`src/rtl/cpu_sru_pkg.sv`:
```
// Constants, register map and carrier types for the CPU special register unit
// What this block does
// - Extended table read and flash write use pointer extension above the 16-bit pointer.
// - Plain flash table read ignores the extension and uses the 16-bit pointer.
// - Extended indirect jump and call take the jump extension as top byte.
// - Short indirect jump and plain call never use the jump extension.
// - Extension registers keep only implemented bits; the rest read zero.
// - Pointer extensions widen all three data pointers to a 24-bit data space.
// - Low byte write goes to temporary; high byte write commits both together.
// - Low byte read latches upper bytes; later reads return the latched copy.
// - Temporary registers are directly readable and writable.
// - Two temporaries serve 24-bit registers, three serve 32-bit ones.
// - Key 0xd8 opens register mode, key 0x9d opens instruction mode.
// - An open mode lasts at most four instructions, then protected actions refused.
// - Register mode closes on any I/O write except a non-key guard write, and on a data write, flash op or sleep.
// - Instruction mode closes on a data memory write or sleep.
// - No interrupt is taken while a window is open; requests stay pending.
// - Guard reads show register mode in bit 0, instruction mode in bit 1.
// - Stack low byte write holds interrupts four instructions or until an I/O write.
// - Stack pointer is 16 bits from both bytes, reset to the SRAM top.
// - Stack pointer keeps only bits for present data memory; others read zero.
// - Programmed lock fuse rejects every change to the guarded control register.
package cpu_sru_pkg;

    // Register indices; byte address is four times the index
    localparam logic [7:0] IDX_GUARD = 8'h04;
    localparam logic [7:0] IDX_FPEXT = 8'h0b;
    localparam logic [7:0] IDX_JEXT = 8'h0c;
    localparam logic [7:0] IDX_SPL = 8'h0d;
    localparam logic [7:0] IDX_SPH = 8'h0e;
    localparam logic [7:0] IDX_TEMP0 = 8'h20;
    localparam logic [7:0] IDX_XEXT = 8'h24;
    localparam logic [7:0] IDX_YEXT = 8'h25;
    localparam logic [7:0] IDX_WIDE0 = 8'h28;
    localparam logic [7:0] IDX_MID0 = 8'h2c;
    localparam logic [7:0] IDX_GCTRL = 8'h30;
    localparam logic [7:0] IDX_STATUS = 8'h31;

    // Guard keys and field positions
    localparam logic [7:0] KEY_REG_MODE = 8'hd8;
    localparam logic [7:0] KEY_INSTR_MODE = 8'h9d;
    localparam int GUARD_REG_BIT = 0;
    localparam int GUARD_INSTR_BIT = 1;
    localparam int GCTRL_CHANGE_EN_BIT = 7;
    localparam int STAT_LOCK_BIT = 0;
    localparam int STAT_SPLHOLD_BIT = 1;
    localparam int STAT_REFUSED_BIT = 2;

    // Instruction counts for the guard window and the stack hold
    localparam logic [2:0] GUARD_WINDOW_INSTR = 3'h4;
    localparam logic [2:0] SPL_HOLD_INSTR = 3'h4;

    // Reset values
    localparam logic [7:0] EXT_RESET = 8'h00;
    localparam logic [31:0] SCRATCH_RESET = 32'h00000000;
    localparam logic [6:0] GCTRL_RESET = 7'h00;

    // Data pointer select codes
    localparam logic [1:0] PTR_X = 2'h0;
    localparam logic [1:0] PTR_Y = 2'h1;

    // Per-cycle events from the CPU core, same clock
    typedef struct packed {
        logic instrRetire;
        logic ioWrite;
        logic dataWrite;
        logic flashWrite;
        logic flashRead;
        logic extFlashRead;
        logic sleepExec;
        logic shortJump;
        logic extJump;
        logic [1:0] ptrSel;
        logic [15:0] xPtr;
        logic [15:0] yPtr;
        logic [15:0] zPtr;
    } core_evt_t;

    // Addresses formed for the core
    typedef struct packed {
        logic [23:0] flashAddr;
        logic [23:0] jumpAddr;
        logic [23:0] dataAddr;
    } core_addr_t;

endpackage

```
`src/rtl/cpu_special_register_unit.sv`:
```
// CPU special registers: change guard, pointer extensions, stack pointer, multi-byte temporaries
//
// The placing of the registers and register access over Avalon-MM were chosen for this implementation.
`timescale 1ns/1ns
module cpu_special_register_unit import cpu_sru_pkg::*; #(
    parameter int FPEXT_BITS = 8,
    parameter int JEXT_BITS = 8,
    parameter int DEXT_BITS = 8,
    parameter int SP_BITS = 16,
    parameter logic [15:0] SRAM_TOP = 16'h3fff
) (
    input wire logic clk_sys,
    input wire logic rst,
    input wire logic [9:0] avs_address,
    input wire logic avs_read,
    input wire logic avs_write,
    input wire logic [31:0] avs_writedata,
    input wire logic [3:0] avs_byteenable,
    output logic [31:0] avs_readdata,
    output logic avs_waitrequest,
    input wire core_evt_t coreEvt,
    input wire logic lockFusePin,
    output core_addr_t coreAddr,
    output logic irqHold,
    output logic flashGrant,
    output logic [15:0] stackTop,
    output logic [6:0] guardedCtrl
);

    // Mask of the low n bits of a byte
    function automatic logic [7:0] lowMask8(input int n);
        logic [7:0] m;
        m = 8'h00;
        for (int i = 0; i < 8; i++) begin
            if (i < n) begin
                m[i] = 1'b1;
            end
        end
        return m;
    endfunction

    // Mask of the low n bits of a half word
    function automatic logic [15:0] lowMask16(input int n);
        logic [15:0] m;
        m = 16'h0000;
        for (int i = 0; i < 16; i++) begin
            if (i < n) begin
                m[i] = 1'b1;
            end
        end
        return m;
    endfunction

    localparam logic [7:0] FP_MASK = lowMask8(FPEXT_BITS);
    localparam logic [7:0] JE_MASK = lowMask8(JEXT_BITS);
    localparam logic [7:0] DE_MASK = lowMask8(DEXT_BITS);
    localparam logic [15:0] SP_MASK = lowMask16(SP_BITS);

    typedef enum logic {
        BUS_ANSWER, // Zero: waitrequest low
        BUS_IDLE
    } bus_state_t;

    // State
    bus_state_t busState_ff, nxt_busState;
    logic [31:0] readData_ff, nxt_readData;
    logic regMode_ff, nxt_regMode;
    logic instrMode_ff, nxt_instrMode;
    logic [2:0] winCnt_ff, nxt_winCnt;
    logic splHold_ff, nxt_splHold;
    logic [2:0] splCnt_ff, nxt_splCnt;
    logic [7:0] fpExt_ff, nxt_fpExt;
    logic [7:0] jExt_ff, nxt_jExt;
    logic [7:0] xExt_ff, nxt_xExt;
    logic [7:0] yExt_ff, nxt_yExt;
    logic [15:0] sp_ff, nxt_sp;
    logic [7:0] temp_ff [0:2];
    logic [7:0] nxt_temp [0:2];
    logic [31:0] wide_ff, nxt_wide;
    logic [23:0] mid_ff, nxt_mid;
    logic [6:0] gCtrl_ff, nxt_gCtrl;
    logic refused_ff, nxt_refused;
    logic lockMeta_ff, lockSync_ff;
    core_addr_t addr_ff, nxt_addr;
    logic irqHold_ff, nxt_irqHold;
    logic flashGrant_ff, nxt_flashGrant;

    logic [7:0] idx;
    logic busRd, busWr, ioWriteAny;
    logic [7:0] wrByte;

    assign idx = avs_address[9:2];
    assign wrByte = avs_writedata[7:0];
    assign busRd = avs_read && (busState_ff == BUS_ANSWER);
    assign busWr = avs_write && (busState_ff == BUS_ANSWER) && avs_byteenable[0];
    // A bus write is itself an I/O memory write
    assign ioWriteAny = coreEvt.ioWrite || busWr;

    // Lock fuse arrives from a pin, two flops before use
    always_ff @(posedge clk_sys or posedge rst) begin
        if (rst) begin
            lockMeta_ff <= 1'b0;
            lockSync_ff <= 1'b0;
        end else begin
            lockMeta_ff <= lockFusePin;
            lockSync_ff <= lockMeta_ff;
        end
    end

    // Read multiplexer, sampled one cycle before the answer
    function automatic logic [7:0] readByte(input logic [7:0] i);
        logic [7:0] v;
        v = 8'h00;
        case (i)
            IDX_GUARD: v = {6'h00, instrMode_ff, regMode_ff};
            IDX_FPEXT: v = fpExt_ff & FP_MASK;
            IDX_JEXT: v = jExt_ff & JE_MASK;
            IDX_XEXT: v = xExt_ff & DE_MASK;
            IDX_YEXT: v = yExt_ff & DE_MASK;
            IDX_SPL: v = sp_ff[7:0] & SP_MASK[7:0];
            IDX_SPH: v = temp_ff[0];
            IDX_GCTRL: v = {1'b0, gCtrl_ff};
            IDX_STATUS: v = {5'h00, refused_ff, splHold_ff, lockSync_ff};
            default: v = 8'h00;
        endcase
        for (int k = 0; k < 3; k++) begin
            if (i == IDX_TEMP0 + 8'(k)) begin
                v = temp_ff[k];
            end
        end
        // upper bytes come from the latched copy
        for (int k = 0; k < 4; k++) begin
            if (i == IDX_WIDE0 + 8'(k)) begin
                v = (k == 0) ? wide_ff[7:0] : temp_ff[k - 1];
            end
        end
        for (int k = 0; k < 3; k++) begin
            if (i == IDX_MID0 + 8'(k)) begin
                v = (k == 0) ? mid_ff[7:0] : temp_ff[k - 1];
            end
        end
        return v;
    endfunction

    // Avalon slave: one wait cycle, then the answer cycle
    always_comb begin
        nxt_busState = busState_ff;
        nxt_readData = readData_ff;
        case (busState_ff)
            BUS_IDLE: begin
                if (avs_read || avs_write) begin
                    nxt_busState = BUS_ANSWER;
                    nxt_readData = avs_read ? {24'h000000, readByte(idx)} : 32'h00000000;
                end
            end
            BUS_ANSWER: nxt_busState = BUS_IDLE;
            default: nxt_busState = BUS_IDLE;
        endcase
    end

    // Register file, temporaries and guard window
    always_comb begin
        logic closeReg, closeInstr, winExpire, splExpire;
        closeReg = 1'b0;
        closeInstr = 1'b0;
        winExpire = 1'b0;
        splExpire = 1'b0;
        nxt_regMode = regMode_ff;
        nxt_instrMode = instrMode_ff;
        nxt_winCnt = winCnt_ff;
        nxt_splHold = splHold_ff;
        nxt_splCnt = splCnt_ff;
        nxt_fpExt = fpExt_ff;
        nxt_jExt = jExt_ff;
        nxt_xExt = xExt_ff;
        nxt_yExt = yExt_ff;
        nxt_sp = sp_ff;
        nxt_temp = temp_ff;
        nxt_wide = wide_ff;
        nxt_mid = mid_ff;
        nxt_gCtrl = gCtrl_ff;
        nxt_refused = refused_ff;

        if ((regMode_ff || instrMode_ff) && coreEvt.instrRetire) begin
            nxt_winCnt = winCnt_ff + 3'h1;
            winExpire = (winCnt_ff + 3'h1) >= GUARD_WINDOW_INSTR;
        end
        closeReg = ioWriteAny || coreEvt.dataWrite || coreEvt.flashWrite
                   || coreEvt.flashRead || coreEvt.extFlashRead || coreEvt.sleepExec;
        closeInstr = coreEvt.dataWrite || coreEvt.sleepExec;
        if (closeReg || winExpire) begin
            nxt_regMode = 1'b0;
        end
        if (closeInstr || winExpire) begin
            nxt_instrMode = 1'b0;
        end

        // stack hold ends after four instructions or an I/O write
        if (splHold_ff && coreEvt.instrRetire) begin
            nxt_splCnt = splCnt_ff + 3'h1;
            splExpire = (splCnt_ff + 3'h1) >= SPL_HOLD_INSTR;
        end
        if (splExpire || ioWriteAny) begin
            nxt_splHold = 1'b0;
        end

        // low byte read latches the upper bytes
        if (busRd && idx == IDX_SPL) begin
            nxt_temp[0] = sp_ff[15:8] & SP_MASK[15:8];
        end
        // three temporaries for the 32-bit register
        if (busRd && idx == IDX_WIDE0) begin
            for (int k = 0; k < 3; k++) begin
                nxt_temp[k] = wide_ff[8 * (k + 1) +: 8];
            end
        end
        // two temporaries for the 24-bit register
        if (busRd && idx == IDX_MID0) begin
            for (int k = 0; k < 2; k++) begin
                nxt_temp[k] = mid_ff[8 * (k + 1) +: 8];
            end
        end

        if (busWr) begin
            case (idx)
                IDX_GUARD: begin
                    // key opens a mode, set wins over close
                    if (wrByte == KEY_REG_MODE) begin
                        nxt_regMode = 1'b1;
                        nxt_winCnt = 3'h0;
                    end else if (wrByte == KEY_INSTR_MODE) begin
                        nxt_instrMode = 1'b1;
                        nxt_winCnt = 3'h0;
                    end
                    if (wrByte != KEY_REG_MODE && wrByte != KEY_INSTR_MODE) begin
                        nxt_regMode = regMode_ff && !winExpire;
                        nxt_instrMode = instrMode_ff && !closeInstr && !winExpire;
                    end
                end
                IDX_FPEXT: nxt_fpExt = wrByte & FP_MASK;
                IDX_JEXT: nxt_jExt = wrByte & JE_MASK;
                IDX_XEXT: nxt_xExt = wrByte & DE_MASK;
                IDX_YEXT: nxt_yExt = wrByte & DE_MASK;
                IDX_SPL: begin
                    nxt_temp[0] = wrByte;
                    // hold starts, set wins over I/O write
                    nxt_splHold = 1'b1;
                    nxt_splCnt = 3'h0;
                end
                // high byte commits both halves at once
                IDX_SPH: nxt_sp = {wrByte, temp_ff[0]} & SP_MASK;
                IDX_GCTRL: begin
                    if (regMode_ff && !lockSync_ff && wrByte[GCTRL_CHANGE_EN_BIT]) begin
                        nxt_gCtrl = wrByte[6:0];
                    end else begin
                        nxt_refused = 1'b1;
                    end
                end
                IDX_STATUS: begin
                    if (wrByte[STAT_REFUSED_BIT]) begin
                        nxt_refused = 1'b0;
                    end
                end
                default: begin
                end
            endcase
            for (int k = 0; k < 3; k++) begin
                if (idx == IDX_TEMP0 + 8'(k)) begin
                    nxt_temp[k] = wrByte;
                end
            end
            for (int k = 0; k < 4; k++) begin
                if (idx == IDX_WIDE0 + 8'(k)) begin
                    if (k < 3) begin
                        nxt_temp[k] = wrByte;
                    end else begin
                        nxt_wide = {wrByte, temp_ff[2], temp_ff[1], temp_ff[0]};
                    end
                end
            end
            for (int k = 0; k < 3; k++) begin
                if (idx == IDX_MID0 + 8'(k)) begin
                    if (k < 2) begin
                        nxt_temp[k] = wrByte;
                    end else begin
                        nxt_mid = {wrByte, temp_ff[1], temp_ff[0]};
                    end
                end
            end
        end
    end

    // Address forming and core-facing strobes
    always_comb begin
        nxt_addr.flashAddr = {8'h00, coreEvt.zPtr};
        // extension above Z for extended read and self-write
        if (coreEvt.extFlashRead || coreEvt.flashWrite) begin
            nxt_addr.flashAddr = {fpExt_ff & FP_MASK, coreEvt.zPtr};
        end
        // plain table read keeps the high byte zero
        if (coreEvt.flashRead) begin
            nxt_addr.flashAddr = {8'h00, coreEvt.zPtr};
        end
        // extended jump uses the jump extension
        // short jump and plain call stay in 16 bits
        nxt_addr.jumpAddr = coreEvt.extJump ? {jExt_ff & JE_MASK, coreEvt.zPtr} : {8'h00, coreEvt.zPtr};
        // X and Y get their own extension, Z takes the flash pointer extension
        case (coreEvt.ptrSel)
            PTR_X: nxt_addr.dataAddr = {xExt_ff & DE_MASK, coreEvt.xPtr};
            PTR_Y: nxt_addr.dataAddr = {yExt_ff & DE_MASK, coreEvt.yPtr};
            default: nxt_addr.dataAddr = {fpExt_ff & FP_MASK, coreEvt.zPtr};
        endcase
        // interrupts held while a window or stack hold is open
        nxt_irqHold = nxt_regMode || nxt_instrMode || nxt_splHold;
        // flash ops outside the instruction window get no grant
        nxt_flashGrant = instrMode_ff
                         && (coreEvt.flashWrite || coreEvt.flashRead || coreEvt.extFlashRead);
    end

    // Registers; stack pointer reset to SRAM top
    always_ff @(posedge clk_sys or posedge rst) begin
        if (rst) begin
            busState_ff <= BUS_IDLE;
            readData_ff <= 32'h00000000;
            regMode_ff <= 1'b0;
            instrMode_ff <= 1'b0;
            winCnt_ff <= 3'h0;
            splHold_ff <= 1'b0;
            splCnt_ff <= 3'h0;
            fpExt_ff <= EXT_RESET;
            jExt_ff <= EXT_RESET;
            xExt_ff <= EXT_RESET;
            yExt_ff <= EXT_RESET;
            sp_ff <= SRAM_TOP & SP_MASK;
            for (int k = 0; k < 3; k++) begin
                temp_ff[k] <= 8'h00;
            end
            wide_ff <= SCRATCH_RESET;
            mid_ff <= SCRATCH_RESET[23:0];
            gCtrl_ff <= GCTRL_RESET;
            refused_ff <= 1'b0;
            addr_ff <= '0;
            irqHold_ff <= 1'b0;
            flashGrant_ff <= 1'b0;
        end else begin
            busState_ff <= nxt_busState;
            readData_ff <= nxt_readData;
            regMode_ff <= nxt_regMode;
            instrMode_ff <= nxt_instrMode;
            winCnt_ff <= nxt_winCnt;
            splHold_ff <= nxt_splHold;
            splCnt_ff <= nxt_splCnt;
            fpExt_ff <= nxt_fpExt;
            jExt_ff <= nxt_jExt;
            xExt_ff <= nxt_xExt;
            yExt_ff <= nxt_yExt;
            sp_ff <= nxt_sp;
            temp_ff <= nxt_temp;
            wide_ff <= nxt_wide;
            mid_ff <= nxt_mid;
            gCtrl_ff <= nxt_gCtrl;
            refused_ff <= nxt_refused;
            addr_ff <= nxt_addr;
            irqHold_ff <= nxt_irqHold;
            flashGrant_ff <= nxt_flashGrant;
        end
    end

    // Outputs straight from flops
    assign avs_readdata = readData_ff;
    assign avs_waitrequest = busState_ff;
    assign coreAddr = addr_ff;
    assign irqHold = irqHold_ff;
    assign flashGrant = flashGrant_ff;
    assign stackTop = sp_ff;
    assign guardedCtrl = gCtrl_ff;

endmodule

```
`config.mk`:
```
export PLATFORM = sky130hd
export DESIGN_NAME = cpu_special_register_unit
export DESIGN_NICKNAME = d
export VERILOG_FILES = /design/src/rtl/cpu_sru_pkg.sv /design/src/rtl/cpu_special_register_unit.sv
export SDC_FILE = /design/constraint.sdc
export NUM_CORES = 1
export LEC_CHECK = 0
export BUFFER_PORTS_ARGS = -buffer_cell sky130_fd_sc_hd__buf_2
export CAP_MARGIN = 20
export CORE_MARGIN = 2
export CORE_UTILIZATION = 49
export DETAILED_ROUTE_END_ITERATION = 8
export PLACE_DENSITY = 0.81
export SYNTH_ARGS = -nofsm -noshare
export SYNTH_HDL_FRONTEND = slang
export SYNTH_SLANG_ARGS = --single-unit
export TNS_END_PERCENT = 100
```
`constraint.sdc`:
```
create_clock -name clk_sys -period 6.6 [get_ports clk_sys]
set_input_delay 1.32 -clock clk_sys [delete_from_list [all_inputs] [get_ports clk_sys]]
set_output_delay 1.32 -clock clk_sys [all_outputs]
set_load 0.05 [all_outputs]
```
==> results of run 1 <==
==> kinds of logic after synthesis <==
family,after synthesis
DFF,214
xor gates and xnor gates,6
AOI/OAI and AO/OA,182
adders and majority gates,2
buffers and inverters,105
and+or+nand+nor,272
other,1
muxes,182
==> path summary, 6_finish.rpt <==
| path | start | end |
|---|---|---|
| max | avs_address[3] | temp_ff[22] |
| min | lockMeta_ff | lockSync_ff |
| max reg2reg | avs_waitrequest | guardedCtrl[2] |
| min reg2reg | lockMeta_ff | lockSync_ff |
| max in group asynchronous | rst | coreAddr[43] |
| min in group asynchronous | rst | winCnt_ff[0] |
==> sequential cells by signal, summed over array words and instances, names as in the netlist, 7 cells and up <==
name and cells:
avs_readdata 8, coreAddr 56, fpExt_ff 8, guardedCtrl 7, jExt_ff 8, mid_ff 24, stackTop 16, temp_ff 24
wide_ff 32, xExt_ff 8, yExt_ff 8
==> cell type report <==
class	count	area [sq um]	area share
sequential	214	5370	0.441
tap	275	344	0.0283
clock buffer	32	669	0.0550
multi-input combinational	668	4680	0.385
inverter	4	18.8	0.00154
clock inverter	8	68.8	0.00565
timing repair buffer	196	1020	0.0836
==> synth_stat cells, types with 5 or more instances <==
cell type,number,share of area
a211o_1,9,0.0075
a21oi_1,29,0.014
a22oi_1,14,0.010
a31oi_1,5,0.0030
and2_1,19,0.011
buf_1,5,0.0018
buf_2,6,0.0028
buf_4,40,0.028
clkbuf_1,47,0.017
dfrtp_1,199,0.47
dfstp_2,15,0.037
mux2_2,123,0.13
mux2i_1,59,0.056
nand2_1,82,0.029
nand2b_1,7,0.0042
nand3_1,28,0.013
nor2_1,66,0.023
nor2b_1,10,0.0059
nor3_1,14,0.0066
nor3b_1,5,0.0036
o211ai_1,6,0.0043
o21ai_0,64,0.030
o22ai_1,11,0.0065
or2_2,6,0.0036
xor2_1,5,0.0042
==> through the flow <==
stage	total power [W]	instances	util	worst slack [ns]
after floorplan	0.00164	987	-	2.51
after global placement	0.00172	1356	0.542	2.15
after detailed placement	0.00173	1357	0.542	2.09
after CTS	0.00298	1397	0.577	2.59
after global routing	0.00306	1397	0.577	2.26
final	0.00296	1397	0.577	2.52
==> worst max-delay path: stages <==
cell	delay [ns]
buf_2	0.49
buf_4	0.34
nand2b_1	0.57
nor3_1	0.13
o21ai_1	0.72
o31ai_1	0.35
buf_2	0.26
a211o_1	0.23
nand3_1	0.07
==> power groups by stage <==
| stage | sequential (W) | clock, W | combinational, W |
|---|---|---|---|
| 2_1_floorplan | 0.00145 | 0 | 0.000188 |
| 3_3_place_gp | 0.00140 | 0 | 0.000318 |
| 3_5_place_dp | 0.00140 | 0 | 0.000322 |
| 4_1_cts | 0.00138 | 0.00127 | 0.000324 |
| 5_1_grt | 0.00138 | 0.00133 | 0.000349 |
| 6_report | 0.00138 | 0.00125 | 0.000324 |
==> layer usage <==
layer	track usage	wire length, microns	vias to the layer above
met5	0	0	-
met4	0.105	1350	0
met2	0.438	14400	419
met3	0.0461	2550	92
li1	-	-	3668
met1	0.335	11300	4056
==> metrics.txt, run 1 <==
syn_area_per_cell 10.9 sq um; H-tree depth 1; Final ANT Viol Nets 0; synth warn 0; Clk pwr share 0.424; Fmax achieved between 200 and 250 MHz; wire length per cell 21.2 microns; xor-xnor portion of the synthesized cell area 0.00498; max-slew violations 0; setup tns final 0 ns; IO buf count 185; Core Footprint about 0.021 sq mm; hpwl dp 19900 microns; Sequential Power Share 0.467; Top FF cell, synth dfrtp_1; placed cell areas ~0.011 sq mm; ant diodes 0; Post-CTS Setup Inserts 0; vias per cell around 6; CTS Buffer Depth 3; WP data required between 7 and 8 ns; clock sink total between 200 and 250; critical path data arrival time around 4.5 ns; Least-Margin Pin Slew approximately 1.0 ns; total wire length ~30000 microns; Internal Pwr Total about 0.0022 W; Compound-Gate Fraction of Synth Area 0.110; number of flops mapped to enable cells by yosys 0; vias in the first global route about 8100; fraction of layout cells with a size suffix above 1 0.347; root buffer selected by CTS clkbuf_16; Setup Crit Path Kind input port to register; Finished Cell Area between 0.01 and 0.015 sq mm; largest net degree at the start of global routing 157; Hold Slack about 0.35 ns; antenna violations before repair 1; most common cell after layout, fill and taps aside dfrtp_1; CTS clk-pin slew, worst paths approximately 0.060 ns; CTS Hold Buffers Added 0; maximum VDD drop between 0.1 and 0.15 mV; pwr/cell area approximately 240 mW/mm^2; Psw 0.000793 W; vias a little over 8000; total track usage 0.261; Die Y between 150 and 200 microns; synthesis-stage register bit count between 200 and 250; Worst R2R Path Depth 3; Starting Density 0.500; Mapped Area around 0.011 sq mm; Max Fanout on Critical Path 33; Nets between 1000 and 1500; sequential area share after synthesis 0.510; Horiz. Die Dim ~150 microns; RSZ-0062 raised after global routing no; CTS tree built; Final Setup Violations 0; final hold vios 0; post-synth cell types ~70; Post-Synth Adder-Cell Area 0.00237; fillers 1791; Post-CTS Resized 0; leakage power around 6 nW; first-pass GRT wire length ~45000 microns; gpl congestion 0.981; largest family of logic cells by synthesized area multiplexers; status finished clean; gr ovfl total 0; startpoint type of the worst setup path input port; Worst setup EP type register; R2R setup slack between 4 and 5 ns; Max Cap Viol 0; DRT iter0 DRCs approximately 820; sw frac 0.268; DRC Markers 0; Syn Inst Count about 960; Final min period 4.08 ns; Final Cycle Share 0.618; I/O Pins between 200 and 250; most frequent cells in the layout 199 x dfrtp_1, 186 x buf_2, 123 x mux2_2; First-pass DRT Iterations 5; row cnt 53; Hold Path Stages 0; clock skew approximately 0.018 ns; P&R area growth vs syn 15.5%; Post-Synth Simple-Gate Area 0.130; Async S/R FF share, synth 1.00; clock latency at the later pin of the worst-skew pair 0.51 ns; die area between 0.02 and 0.025 sq mm; Hold WC Path Type register to register; Gate power share 0.109; Slew HR 0.311; CTS buffer count 22; post-synthesis mux area share 0.187
No activity file was read; power rests on OpenSTA's default activity.
==> run 2: changes to the inputs <==
Clock period 6.6 ns to 3.6 ns, I/O delays scaled along.
==> run 2 against run 1 <==
Count of clock-buffer cells in the layout down 1. Sequential power grew 84%. Worst hold slack worse by 0.020 ns. Utilization increased by 1.0 points. Die area unchanged. Cell area is 1.8% higher. Clock skew down 0.0017 ns. Clock power increased by 80%. Wire length up 2.9%.
==> metrics.txt, run 2 (synthesis results as in run 1) <==
CTS Buffer Depth 3 (unchanged); placed cells 1385 (+2.1%); Setup Crit Path Kind input port to register; die area 0.0227 sq mm (unchanged); Worst setup EP type register; vias 8357 (+1.5%); CTS Hold Buffers Added 0 (unchanged); CTS clk-pin slew, worst paths 0.06 ns (about the same); row cnt 53 (unchanged); total track usage 0.267 (+0.00597); grt met3 use 0.0391 (-0.00697); Max Fanout on Critical Path 16 (-52%); setup tns final 0 ns (unchanged); first-pass GRT wire length 46300 microns (+1.7%); leakage power 6.15 nW (+2.2%); Max Cap Viol 0 (unchanged); clock latency at the later pin of the worst-skew pair 0.51 ns (about the same); max reg flops 56 (unchanged); crit path buf inv count 2 (-1); met2 GRT Util 0.440 (+0.00136); Final Cycle Share 0.739; startpoint type of the worst setup path input port; Post-CTS Setup Inserts 0 (unchanged); Final min period 2.66 ns; hpwl dp 21300 microns (+7.1%); DRT iter0 DRCs 853 (+4.5%); reg2reg start avs_waitrequest; Starting Density 0.500 (unchanged); CP Cell Sequence buf_2, or4b_1, buf_4, nor2_1, nand2_1, nor2_1, a21oi_1; P&R area growth vs syn 17.6%; Horiz. Die Dim 151 microns (unchanged); root buffer selected by CTS clkbuf_16; Die Y 151 microns (unchanged); maximum VDD drop 0.196 mV (+85%); Post-Layout Cell Count 1424 (+1.9%); vias in the first global route 8156 (+1.2%); Fmax achieved between 300 and 400 MHz; Core Footprint 0.0211 sq mm (unchanged); RSZ-0062 raised after global routing no; Nets 1246 (+2.3%); gr ovfl total 0 (unchanged); most common cell after layout, fill and taps aside dfrtp_1; CTS buffer count 22 (unchanged); slowest library cell on the worst path or4b_1; Hold Startpoint lockFusePin; Least-Margin Pin Slew 0.810 ns (-0.223 ns); CP max stage delay 0.59 ns (-0.13 ns); CP startpoint avs_address[6]; H-tree depth 1 (unchanged); wire length per cell 21.4 microns (+0.96%); DRC Markers 0 (unchanged); M1 GR Usage 0.351 (+0.0161); vias per cell 5.87 (-0.44%); Post-CTS Resized 0 (unchanged); critical path data arrival time 3.00 ns (-1.51 ns); ant diodes 0 (unchanged); max-slew violations 0 (unchanged); First-pass DRT Iterations 6 (+1); Final ANT Viol Nets 0 (unchanged); Slew HR 0.457 (+0.146); clock sink total 214 (unchanged); CTS tree built; Crit path top cell by count nor2_1; most frequent cells in the layout 199 x dfrtp_1, 185 x buf_2, 123 x mux2_2; I/O Pins 240 (unchanged); fraction of layout cells with a size suffix above 1 0.361 (+0.0145); total wire length 30500 microns (+2.9%); gpl congestion 1.04 (+5.7%); Hold WC Path Type input port to register; pwr/cell area 436 mW/mm^2 (+79%); IO buf count 185 (unchanged); CP top delay family simple AND/OR/NAND/NOR gates; GRT Max-Usage Layer met2; power consumption 0.00540 W (+82%); Final Setup Violations 0 (unchanged); WP data required 3.94 ns (-3.09 ns); status finished clean; final hold vios 0 (unchanged); largest net degree at the start of global routing 71 (-55%); antenna violations before repair 1 (unchanged); clock skew 0.0159 ns (-0.00172 ns)
## run 2: cell count changes in the layout (fill, tap and decap cells not counted), sizes merged
cell | previous run | this run
clkbuf | 32 | 31
buf | 196 | 224
## run 2: cell type report
type / instances / area, sq um
clock buffer: 31 / 646
clock inverter: 8 / 72.6
timing repair buffer: 224 / 1260
sequential: 214 / 5370
multi-input combinational: 668 / 4680
tap: 275 / 344
inverter: 4 / 18.8
fill: 1739 / 8690
## run 2: power breakdown
part           internal (W)  total (W)  switching, W
combinational      0.000160   0.000615      0.000455
clock               0.00132    0.00225      0.000926
sequential          0.00246    0.00254     0.0000710
## run 2: worst paths after layout
path	to	slack [ns]	depth (start not counted)
max reg2reg	fpExt_ff[1]	1.42	3
max	temp_ff[6]	0.94	7
max in group asynchronous	stackTop[7]	2.40	3
min in group asynchronous	winCnt_ff[1]	0.35	2
min reg2reg	lockSync_ff	0.39	0
min	lockMeta_ff	0.33	1
## run 2: per-layer routing
metal | vias to the layer above | part of all wire
li1 | 3716 | -
met1 | 4116 | 0.39
met2 | 432 | 0.48
met3 | 93 | 0.078
met4 | 0 | 0.044
met5 | - | 0
## run 2: through the flow
stage	hold slack (ns)	setup WS [ns]	cell area, sq um	utilization
floorplan	0.331	0.108	10600	-
global placement	0.364	0.515	11700	0.554
detailed placement	0.373	0.460	11700	0.554
CTS	0.320	0.993	12400	0.588
global route	0.322	0.843	12400	0.588
finish	0.328	0.940	12400	0.588
